## src/inc/ssx_defines.svh

```systemverilog
// Constants for the store/subtract/test/xor execution datapath
`ifndef SSX_DEFINES_SVH
`define SSX_DEFINES_SVH

// ==========================================================
// Widths and sizes
`define SSX_DATA_W 8
`define SSX_RAM_DEPTH 64
`define SSX_RAM_AW 6
`define SSX_REG_AW 4
`define SSX_PC_W 10

// ==========================================================
// Reset values
`define SSX_FLAG_RST 1'b0
`define SSX_PC_RST 10'h000
`define SSX_BYTE_RST 8'h00

`endif

```

## src/inc/ssx_pkg.sv

```systemverilog
// Types shared by the execution datapath
package ssx_pkg;

    // ======================================================
    // Operations carried out by the datapath
    typedef enum logic [2:0] {
        SSX_OP_NONE,
        SSX_OP_STORE,
        SSX_OP_SUB,
        SSX_OP_SUBTRACT_WITH_BORROW,
        SSX_OP_TEST,
        SSX_OP_XOR
    } ssx_op_e;

    // ======================================================
    // One decoded instruction
    typedef struct packed {
        ssx_op_e op;
        logic use_imm;
        logic [3:0] first_sel;
        logic [3:0] second_sel;
        logic [7:0] immediate_constant;
    } ssx_instr_s;

    // ======================================================
    // Write-back to the register file and flags
    typedef struct packed {
        logic reg_we;
        logic [3:0] reg_sel;
        logic [7:0] reg_data;
        logic flags_we;
        logic carry;
        logic zero;
    } ssx_wb_s;

endpackage

```

## src/rtl/ssx_datapath.sv

```systemverilog
// Store, subtract, test and xor execution datapath with scratchpad
// ==========================================================
`include "ssx_defines.svh"
`timescale 1ns/100ps
`default_nettype none

module ssx_datapath #(
    parameter int RAM_DEPTH = `SSX_RAM_DEPTH,
    parameter int NUM_REGS = 16
) (
    // Clock and reset
    input wire logic mclk,
    input wire logic sys_rst,
    // Instruction from decode, one cycle per instruction
    input wire logic instr_valid,
    input wire ssx_pkg::ssx_instr_s instr,
    // Register file write-back
    output logic reg_we,
    output logic [3:0] reg_wsel,
    output logic [7:0] reg_wdata,
    // Flags and program counter
    output logic carry_flag,
    output logic zero_flag,
    output logic [`SSX_PC_W-1:0] pc,
    // Scratchpad write port as seen by the core
    output logic ram_we,
    output logic [`SSX_RAM_AW-1:0] ram_waddr,
    output logic [7:0] ram_wdata,
    // Scratchpad read port
    input wire logic [`SSX_RAM_AW-1:0] ram_raddr,
    output logic [7:0] ram_rdata
);

    // ======================================================
    // Elaboration checks
    initial begin
        if (RAM_DEPTH != `SSX_RAM_DEPTH) begin
            $error("Scratchpad depth must be 64");
        end
        if (NUM_REGS != 16) begin
            $error("Register file must have 16 entries");
        end
    end

    // ======================================================
    // Register file
    // Kept here so operands are read in the same cycle as issue
    logic [7:0] regs_ff [NUM_REGS];
    logic [7:0] ram_ff [RAM_DEPTH];
    logic [7:0] first_val;
    logic [7:0] second_val;
    logic [7:0] operand;
    logic [`SSX_RAM_AW-1:0] store_addr;

    assign first_val = regs_ff[instr.first_sel];
    assign second_val = regs_ff[instr.second_sel];
    // Register or immediate chosen once for every operation
    assign operand = instr.use_imm ? instr.immediate_constant
                                   : second_val;
    // Upper two address bits are dropped on purpose
    assign store_addr = operand[`SSX_RAM_AW-1:0];

    // ======================================================
    // Arithmetic and logic
    logic [8:0] diff;
    logic borrow_in;
    logic [7:0] and_res;
    logic [7:0] xor_res;
    ssx_pkg::ssx_wb_s wb;

    // Plain subtract forces borrow in to zero
    assign borrow_in = (instr.op == ssx_pkg::SSX_OP_SUBTRACT_WITH_BORROW)
                       ? carry_flag : 1'b0;
    // Ninth bit is the borrow of the full difference
    assign diff = {1'b0, first_val} - {1'b0, operand}
                  - {8'h00, borrow_in};
    assign and_res = first_val & operand;
    assign xor_res = first_val ^ operand;

    always_comb begin
        wb = '0;
        wb.reg_sel = instr.first_sel;
        case (instr.op)
            ssx_pkg::SSX_OP_SUB,
            ssx_pkg::SSX_OP_SUBTRACT_WITH_BORROW: begin
                wb.reg_we = 1'b1;
                wb.reg_data = diff[7:0];
                wb.flags_we = 1'b1;
                wb.carry = diff[8];
                wb.zero = (diff[7:0] == 8'h00);
            end
            ssx_pkg::SSX_OP_TEST: begin
                wb.flags_we = 1'b1;
                wb.carry = ^and_res;
                wb.zero = (and_res == 8'h00);
            end
            ssx_pkg::SSX_OP_XOR: begin
                wb.reg_we = 1'b1;
                wb.reg_data = xor_res;
                wb.flags_we = 1'b1;
                wb.carry = 1'b0;
                wb.zero = (xor_res == 8'h00);
            end
            default: begin
                // Store and idle touch neither flags nor registers
                wb.reg_we = 1'b0;
            end
        endcase
    end

    // ======================================================
    // Register file update
    always_ff @(posedge mclk) begin
        if (sys_rst) begin
            for (int i = 0; i < NUM_REGS; i++) begin
                regs_ff[i] <= `SSX_BYTE_RST;
            end
        end else if (instr_valid && wb.reg_we) begin
            regs_ff[wb.reg_sel] <= wb.reg_data;
        end
    end

    // ======================================================
    // Flags
    always_ff @(posedge mclk) begin
        if (sys_rst) begin
            carry_flag <= `SSX_FLAG_RST;
            zero_flag <= `SSX_FLAG_RST;
        end else if (instr_valid && wb.flags_we) begin
            carry_flag <= wb.carry;
            zero_flag <= wb.zero;
        end
    end

    // ======================================================
    // Scratchpad
    // No reset on the array so it can map to distributed RAM
    logic is_store;
    assign is_store = instr_valid && (instr.op == ssx_pkg::SSX_OP_STORE);

    always_ff @(posedge mclk) begin
        if (is_store) begin
            ram_ff[store_addr] <= first_val;
        end
    end

    assign ram_rdata = ram_ff[ram_raddr];

    // ======================================================
    // Write-back and store port outputs, registered
    always_ff @(posedge mclk) begin
        if (sys_rst) begin
            reg_we <= 1'b0;
            reg_wsel <= 4'h0;
            reg_wdata <= `SSX_BYTE_RST;
            ram_we <= 1'b0;
            ram_waddr <= 6'h00;
            ram_wdata <= `SSX_BYTE_RST;
        end else begin
            reg_we <= instr_valid && wb.reg_we;
            reg_wsel <= wb.reg_sel;
            reg_wdata <= wb.reg_data;
            ram_we <= is_store;
            ram_waddr <= store_addr;
            ram_wdata <= first_val;
        end
    end

    // ======================================================
    // Program counter
    logic is_ours;
    assign is_ours = instr_valid && (instr.op != ssx_pkg::SSX_OP_NONE);

    always_ff @(posedge mclk) begin
        if (sys_rst) begin
            pc <= `SSX_PC_RST;
        end else if (is_ours) begin
            pc <= pc + 10'h001;
        end
    end

    // ======================================================
    // Checks
    a_pc_step: assert property (@(posedge mclk) disable iff (sys_rst)
        is_ours |=> pc == $past(pc) + 10'h001)
        else $error("Program counter did not step by one");

    a_store_flags: assert property (@(posedge mclk)
        disable iff (sys_rst)
        is_store |=> $stable(carry_flag) && $stable(zero_flag) && !reg_we)
        else $error("Store changed flags or a register");

    a_store_addr: assert property (@(posedge mclk) disable iff (sys_rst)
        is_store |=> ram_we && ram_waddr == $past(operand[5:0])
                     && ram_wdata == $past(first_val))
        else $error("Store address or data wrong");

    a_store_mem: assert property (@(posedge mclk) disable iff (sys_rst)
        is_store |=> ram_ff[ram_waddr] == ram_wdata)
        else $error("Scratchpad did not take stored byte");

    a_sub_carry: assert property (@(posedge mclk) disable iff (sys_rst)
        instr_valid && instr.op == ssx_pkg::SSX_OP_SUB
        |=> carry_flag == ($past(first_val) < $past(operand)))
        else $error("Subtract borrow wrong");

    a_sub_value: assert property (@(posedge mclk) disable iff (sys_rst)
        instr_valid && instr.op == ssx_pkg::SSX_OP_SUB
        |=> reg_wdata == 8'($past(first_val) - $past(operand))
            && zero_flag == (reg_wdata == 8'h00))
        else $error("Subtract result or zero wrong");

    a_subtract_with_borrow_carry: assert property (@(posedge mclk)
        disable iff (sys_rst)
        instr_valid && instr.op == ssx_pkg::SSX_OP_SUBTRACT_WITH_BORROW
        |=> carry_flag == ({1'b0, $past(first_val)}
            < ({1'b0, $past(operand)} + {8'h00, $past(carry_flag)})))
        else $error("Borrow-subtract carry wrong");

    a_subtract_with_borrow_zero: assert property (@(posedge mclk) disable iff (sys_rst)
        instr_valid && instr.op == ssx_pkg::SSX_OP_SUBTRACT_WITH_BORROW
        |=> zero_flag == (reg_wdata == 8'h00) && reg_we)
        else $error("Borrow-subtract zero wrong");

    a_test_flags: assert property (@(posedge mclk) disable iff (sys_rst)
        instr_valid && instr.op == ssx_pkg::SSX_OP_TEST
        |=> carry_flag == ^($past(and_res)) && !reg_we
            && zero_flag == ($past(and_res) == 8'h00))
        else $error("Test flags wrong or register written");

    a_xor_flags: assert property (@(posedge mclk) disable iff (sys_rst)
        instr_valid && instr.op == ssx_pkg::SSX_OP_XOR
        |=> !carry_flag && zero_flag == (reg_wdata == 8'h00)
            && reg_wdata == $past(xor_res))
        else $error("Xor flags or result wrong");

    // ======================================================
    // Checks on refusal, operand choice and write-back
    // Reference values are rebuilt from operands, not from diff

    a_refuse_hold: assert property (@(posedge mclk)
        disable iff (sys_rst)
        !is_ours
        |=> $stable(pc) && $stable(carry_flag) && $stable(zero_flag)
            && !reg_we && !ram_we)
        else $error("Empty slot changed state");

    a_sub_zero: assert property (@(posedge mclk)
        disable iff (sys_rst)
        instr_valid && instr.op == ssx_pkg::SSX_OP_SUB
        |=> zero_flag == ((8'($past(first_val) - $past(operand))) == 8'h00))
        else $error("Subtract zero flag wrong");

    a_sub_nocarry: assert property (@(posedge mclk)
        disable iff (sys_rst)
        instr_valid && instr.op == ssx_pkg::SSX_OP_SUB && carry_flag
        |=> reg_wdata == 8'($past(first_val) - $past(operand)))
        else $error("Subtract used the prior carry");

    a_subtract_with_borrow_value: assert property (@(posedge mclk)
        disable iff (sys_rst)
        instr_valid && instr.op == ssx_pkg::SSX_OP_SUBTRACT_WITH_BORROW
        |=> reg_wdata == 8'($past(first_val) - $past(operand)
            - {7'h00, $past(carry_flag)}))
        else $error("Borrow-subtract result wrong");

    a_subtract_with_borrow_clear: assert property (@(posedge mclk)
        disable iff (sys_rst)
        instr_valid && instr.op == ssx_pkg::SSX_OP_SUBTRACT_WITH_BORROW && !carry_flag
        |=> carry_flag == ($past(first_val) < $past(operand)))
        else $error("Borrow-subtract carry without borrow in wrong");

    a_subtract_with_borrow_zbyte: assert property (@(posedge mclk)
        disable iff (sys_rst)
        instr_valid && instr.op == ssx_pkg::SSX_OP_SUBTRACT_WITH_BORROW
        |=> zero_flag == ((8'($past(first_val) - $past(operand)
            - {7'h00, $past(carry_flag)})) == 8'h00))
        else $error("Borrow-subtract zero flag wrong");

    a_test_keep: assert property (@(posedge mclk)
        disable iff (sys_rst)
        instr_valid && instr.op == ssx_pkg::SSX_OP_TEST
        |=> regs_ff[$past(instr.first_sel)] == $past(first_val))
        else $error("Test modified its register");

    a_test_mask: assert property (@(posedge mclk)
        disable iff (sys_rst)
        instr_valid && instr.op == ssx_pkg::SSX_OP_TEST && instr.use_imm
        |=> zero_flag == (($past(first_val)
            & $past(instr.immediate_constant)) == 8'h00))
        else $error("Test immediate mask not applied");

    a_xor_zero: assert property (@(posedge mclk)
        disable iff (sys_rst)
        instr_valid && instr.op == ssx_pkg::SSX_OP_XOR
        |=> zero_flag == (($past(first_val) ^ $past(operand)) == 8'h00))
        else $error("Xor zero flag wrong");

    a_xor_write: assert property (@(posedge mclk)
        disable iff (sys_rst)
        instr_valid && instr.op == ssx_pkg::SSX_OP_XOR
        |=> reg_we && reg_wsel == $past(instr.first_sel))
        else $error("Xor did not write its register");

    a_store_source: assert property (@(posedge mclk)
        disable iff (sys_rst)
        is_store
        |=> ram_waddr == ($past(instr.use_imm)
            ? $past(instr.immediate_constant[5:0])
            : $past(second_val[5:0])))
        else $error("Store address source wrong");

    a_store_keep: assert property (@(posedge mclk)
        disable iff (sys_rst)
        is_store
        |=> regs_ff[$past(instr.first_sel)] == $past(first_val))
        else $error("Store modified a register");

    a_reg_file: assert property (@(posedge mclk)
        disable iff (sys_rst)
        reg_we
        |-> regs_ff[reg_wsel] == reg_wdata)
        else $error("Register file disagrees with write-back");

    a_ram_hold: assert property (@(posedge mclk)
        disable iff (sys_rst)
        ram_we
        |-> ram_ff[ram_waddr] == ram_wdata)
        else $error("Scratchpad location lost the stored byte");

    a_idle_pc: assert property (@(posedge mclk)
        disable iff (sys_rst)
        !instr_valid
        |=> $stable(pc) && !reg_we && !ram_we)
        else $error("Idle cycle advanced the program counter");

endmodule

`default_nettype wire

```

## config.mk

```make
export PLATFORM = sky130hd
export DESIGN_NAME = ssx_datapath
export DESIGN_NICKNAME = d
export VERILOG_FILES = /design/src/inc/ssx_pkg.sv /design/src/rtl/ssx_datapath.sv
export VERILOG_INCLUDE_DIRS = /design/src /design/src/inc
export SDC_FILE = /design/constraint.sdc
export NUM_CORES = 1
export LEC_CHECK = 0
export ABC_AREA = 1
export ABC_CLOCK_PERIOD_IN_PS = 5900
export BUFFER_PORTS_ARGS = -buffer_cell sky130_fd_sc_hd__buf_2
export CORE_MARGIN = 5
export CORE_UTILIZATION = 51
export CTS_CLUSTER_DIAMETER = 30
export CTS_CLUSTER_SIZE = 30
export DETAILED_ROUTE_END_ITERATION = 12
export PLACE_DENSITY = 0.72
export SLEW_MARGIN = 25
export SYNTH_ARGS = -nofsm -noshare
export SYNTH_HDL_FRONTEND = slang
export SYNTH_SLANG_ARGS = --single-unit
```

## constraint.sdc

```tcl
create_clock -name mclk -period 5.9 [get_ports mclk]
set_input_delay 0.59 -clock mclk [delete_from_list [all_inputs] [get_ports mclk]]
set_output_delay 0.59 -clock mclk [all_outputs]
set_load 0.02 [all_outputs]
```

==> impl_metrics.json <==
{
  "fin_setup_tns_ns": 0,
  "first_pass_iters": 6,
  "synth-edff-count": 640,
  "rsz0062_at_grt": "false",
  "hp-class": "input port to flip-flop",
  "p_comb_share_pct": 8.1,
  "final_core_util_pct": 60.50,
  "synthFlopType": "edfxtp_1",
  "netlist_area_sq_um": 29250,
  "cts_buffer_depth": 3,
  "worst_pin_slew_ns": 1.121,
  "r2r_setup_slack_ns": 1.88,
  "wl_per_cell_microns": 23.74,
  "overflow": 0,
  "ys_seq_area_share_pct": 68.45,
  "netlist_instances": 2587,
  "syn_nets": 2644,
  "placement_rows": 87,
  "drt-initial-drc-count": 2486,
  "clockRootBuffer": "clkbuf_16",
  "async_flop_share_pct": 0,
  "layout-drive-gt1-share_pct": 13.10,
  "grt_pass1_vias": 20400,
  "antenna_found_initial": 1,
  "slew_viol_final": 0,
  "dp_cells": 3286,
  "finClkSkew_ns": 0.06833,
  "dieArea_sq_um": 62240,
  "crit_path_max_fanout": 33,
  "place_ws_ns": 0.9206,
  "hold_viol_final": 0,
  "grt_pass1_wl_microns": 123600,
  "port_buffers": 76,
  "setup_slack_ns": 1.452,
  "synth.distinct_cells": 44,
  "diodes": 0,
  "io_pins": 77,
  "intPower_uw": 10080,
  "p_per_area_nw_per_um2": 391.6,
  "cts_tree": "yes",
  "fin_crit_sh_pct": 75.39,
  "viasPerCell": 6.140,
  "power_leakage_uw": 0.01189,
  "layout_commonest_cell": "edfxtp_1",
  "final_cell_mix": "edfxtp_1 (640), nor2_1 (615), o21ai_0 (384), nand2_1 (181), o22ai_1 (143)",
  "cts_buffers": 114,
  "die_h_microns": 249.5,
  "seqCellArea_sq_um": 20020,
  "gp_congestion": 0.9782,
  "worstPathRequired_ns": 6.34,
  "multi_input_area_sq_um": 8147,
  "post_cts_buffers": 0,
  "n_fill_cell": 4372,
  "vias": 21514,
  "clock-sinks": 680,
  "hpwlAfterDp_microns": 48620,
  "total_power_uw": 13410,
  "arrival_ns": 4.89,
  "avgSynthCellArea_sq_um": 11.31,
  "fin_crit_ns": 4.448,
  "nNetsFinal": 2703,
  "drc": 0,
  "worstSetupStartpointType": "input port",
  "wl_microns": 83170,
  "grt_start_max_net_pins": 198,
  "critPathKind": "input port to flip-flop",
  "max_clock_freq_mhz": 224.8,
  "fin_cells": 3504,
  "slew_headroom_pct": 25.07,
  "area_delta_synth_final_pct": 17.09,
  "power_frac_seq_pct": 40.6,
  "yosys_warnings": 0,
  "worstSkewPairLatency_ns": 0.68,
  "hold_buffers": 0,
  "netSwitchingPower_uw": 3327,
  "status": "finished, final reports clean",
  "initial_core_util_pct": 51.67,
  "cap_violations": 0,
  "p_clk_share_pct": 51.3,
  "ys_seq_elements": 680,
  "grt_usage_pct": 25.64,
  "drtAntennaViolNets": 0,
  "die_width_microns": 249.5,
  "ctsResizeCount": 0,
  "max-vdd-ir-drop_uv": 343.3,
  "coreArea_sq_um": 56600,
  "swShare_pct": 24.81,
  "worst_setup_path_end_kind": "flip-flop",
  "clkTransAtPathRegs_ns": 0.06,
  "cts_max_level": 3,
  "finalSetupViolCount": 0
}
metrics by stage:
| stage | hold WS [ns] | cell area (sq um) |
|---|---|---|
| finish | 0.2547 | 34250 |
| global route | 0.2558 | 34250 |
| CTS | 0.2293 | 34250 |
| detailed placement | 0.4930 | 30160 |
| global placement | 0.4504 | 30160 |
| floorplan | 0.5380 | 29250 |
sequential cells by signal, indices dropped and copies added (netlist names):
| name | count |
|---|---|
| ram_waddr | 6 |
| ram_we | 1 |
| reg_we | 1 |
| ram_wdata | 8 |
| regs_ff | 128 |
| reg_wsel | 4 |
| carry_flag | 1 |
| zero_flag | 1 |
| reg_wdata | 8 |
| ram_ff | 512 |
| pc | 10 |
critical path, stage by stage:
cell and delay, ns:
buf_2 0.50, inv_2 0.44, o21ai_1 0.20, o221ai_1 0.15, nand3_1 0.20, nand3_1 0.11
nand2_1 0.20, inv_2 0.10, fa_1 0.45, fa_1 0.43, nand2_1 0.10, a21oi_1 0.08
xnor2_1 0.15, inv_1 0.08, o22ai_1 0.13, clkinv_1 0.66, nor2_1 0.31
final cells by class:
cell class                      instances  area share [%]
Timing Repair Buffer                  101           1.830
Tap cell                              756           2.762
Inverter                              109           1.217
Sequential cell                       680           58.46
Multi-Input combinational cell       1640           23.79
Clock inverter                         86           3.296
Clock buffer                          132           8.648
power groups by stage:
stage                     Clock, uW  Combinational [uW]  Sequential (uW)
after global placement            0                1050             5530
final                          6880                1090             5440
after detailed placement          0                1060             5530
after global routing           7160                1170             5440
after CTS                      6920                1070             5440
after floorplan                   0                 663             5550
layer usage:
layer  GRT usage [%]  vias to the layer above  share of wire [%]
li1                -                     9529                  -
met1           36.67                    10505                 40
met2           39.42                     1304                 45
met3           5.914                      174                 11
met4           8.420                        2                2.9
met5               0                        -              0.018
final timing paths:
path,startpoint,endpoint,cells past startpoint
setup / recovery,instr[9],regs_ff[2][4],17
hold / removal,instr[15],reg_wsel[3],3
setup reg to reg,regs_ff[9][0],regs_ff[2][4],17
hold reg to reg,pc[9],pc[9],2
synth_stat cells, drive strengths merged, types with 3 or more instances:
cell type  instances  share of area [%]
a22oi             56                1.4
nand4             11               0.26
inv               85                1.1
or2                4              0.086
nor2             627                8.2
nand3             38               0.69
buf               51               0.97
ha                26                1.1
a21oi             53                1.0
clkbuf           107                1.4
o221ai            41                1.2
o22ai            143                3.1
edfxtp           640                 66
o21ai            408                7.1
a31oi              4              0.086
nand2            200                2.7
xor2               3              0.090
dfxtp             40                2.7
o211ai             8               0.21
xnor2              3              0.090
nor3               4              0.068
clkinv            24               0.31
kinds of logic (layout without fill, tap and decap cells):
logic type / after synthesis / count (layout) / share of synthesized area (%)
AND/OR/NAND/NOR: 887 / 887 / 12.09
AO/OA/AOI/OAI: 719 / 719 / 14.28
flip-flops: 680 / 680 / 68.45
buffers and inverters: 267 / 428 / 3.752
XOR/XNOR: 6 / 6 / 0.1797
adder cells (fa/ha/maj): 28 / 28 / 1.249
Note: power is estimated with default switching activity, not from simulation.
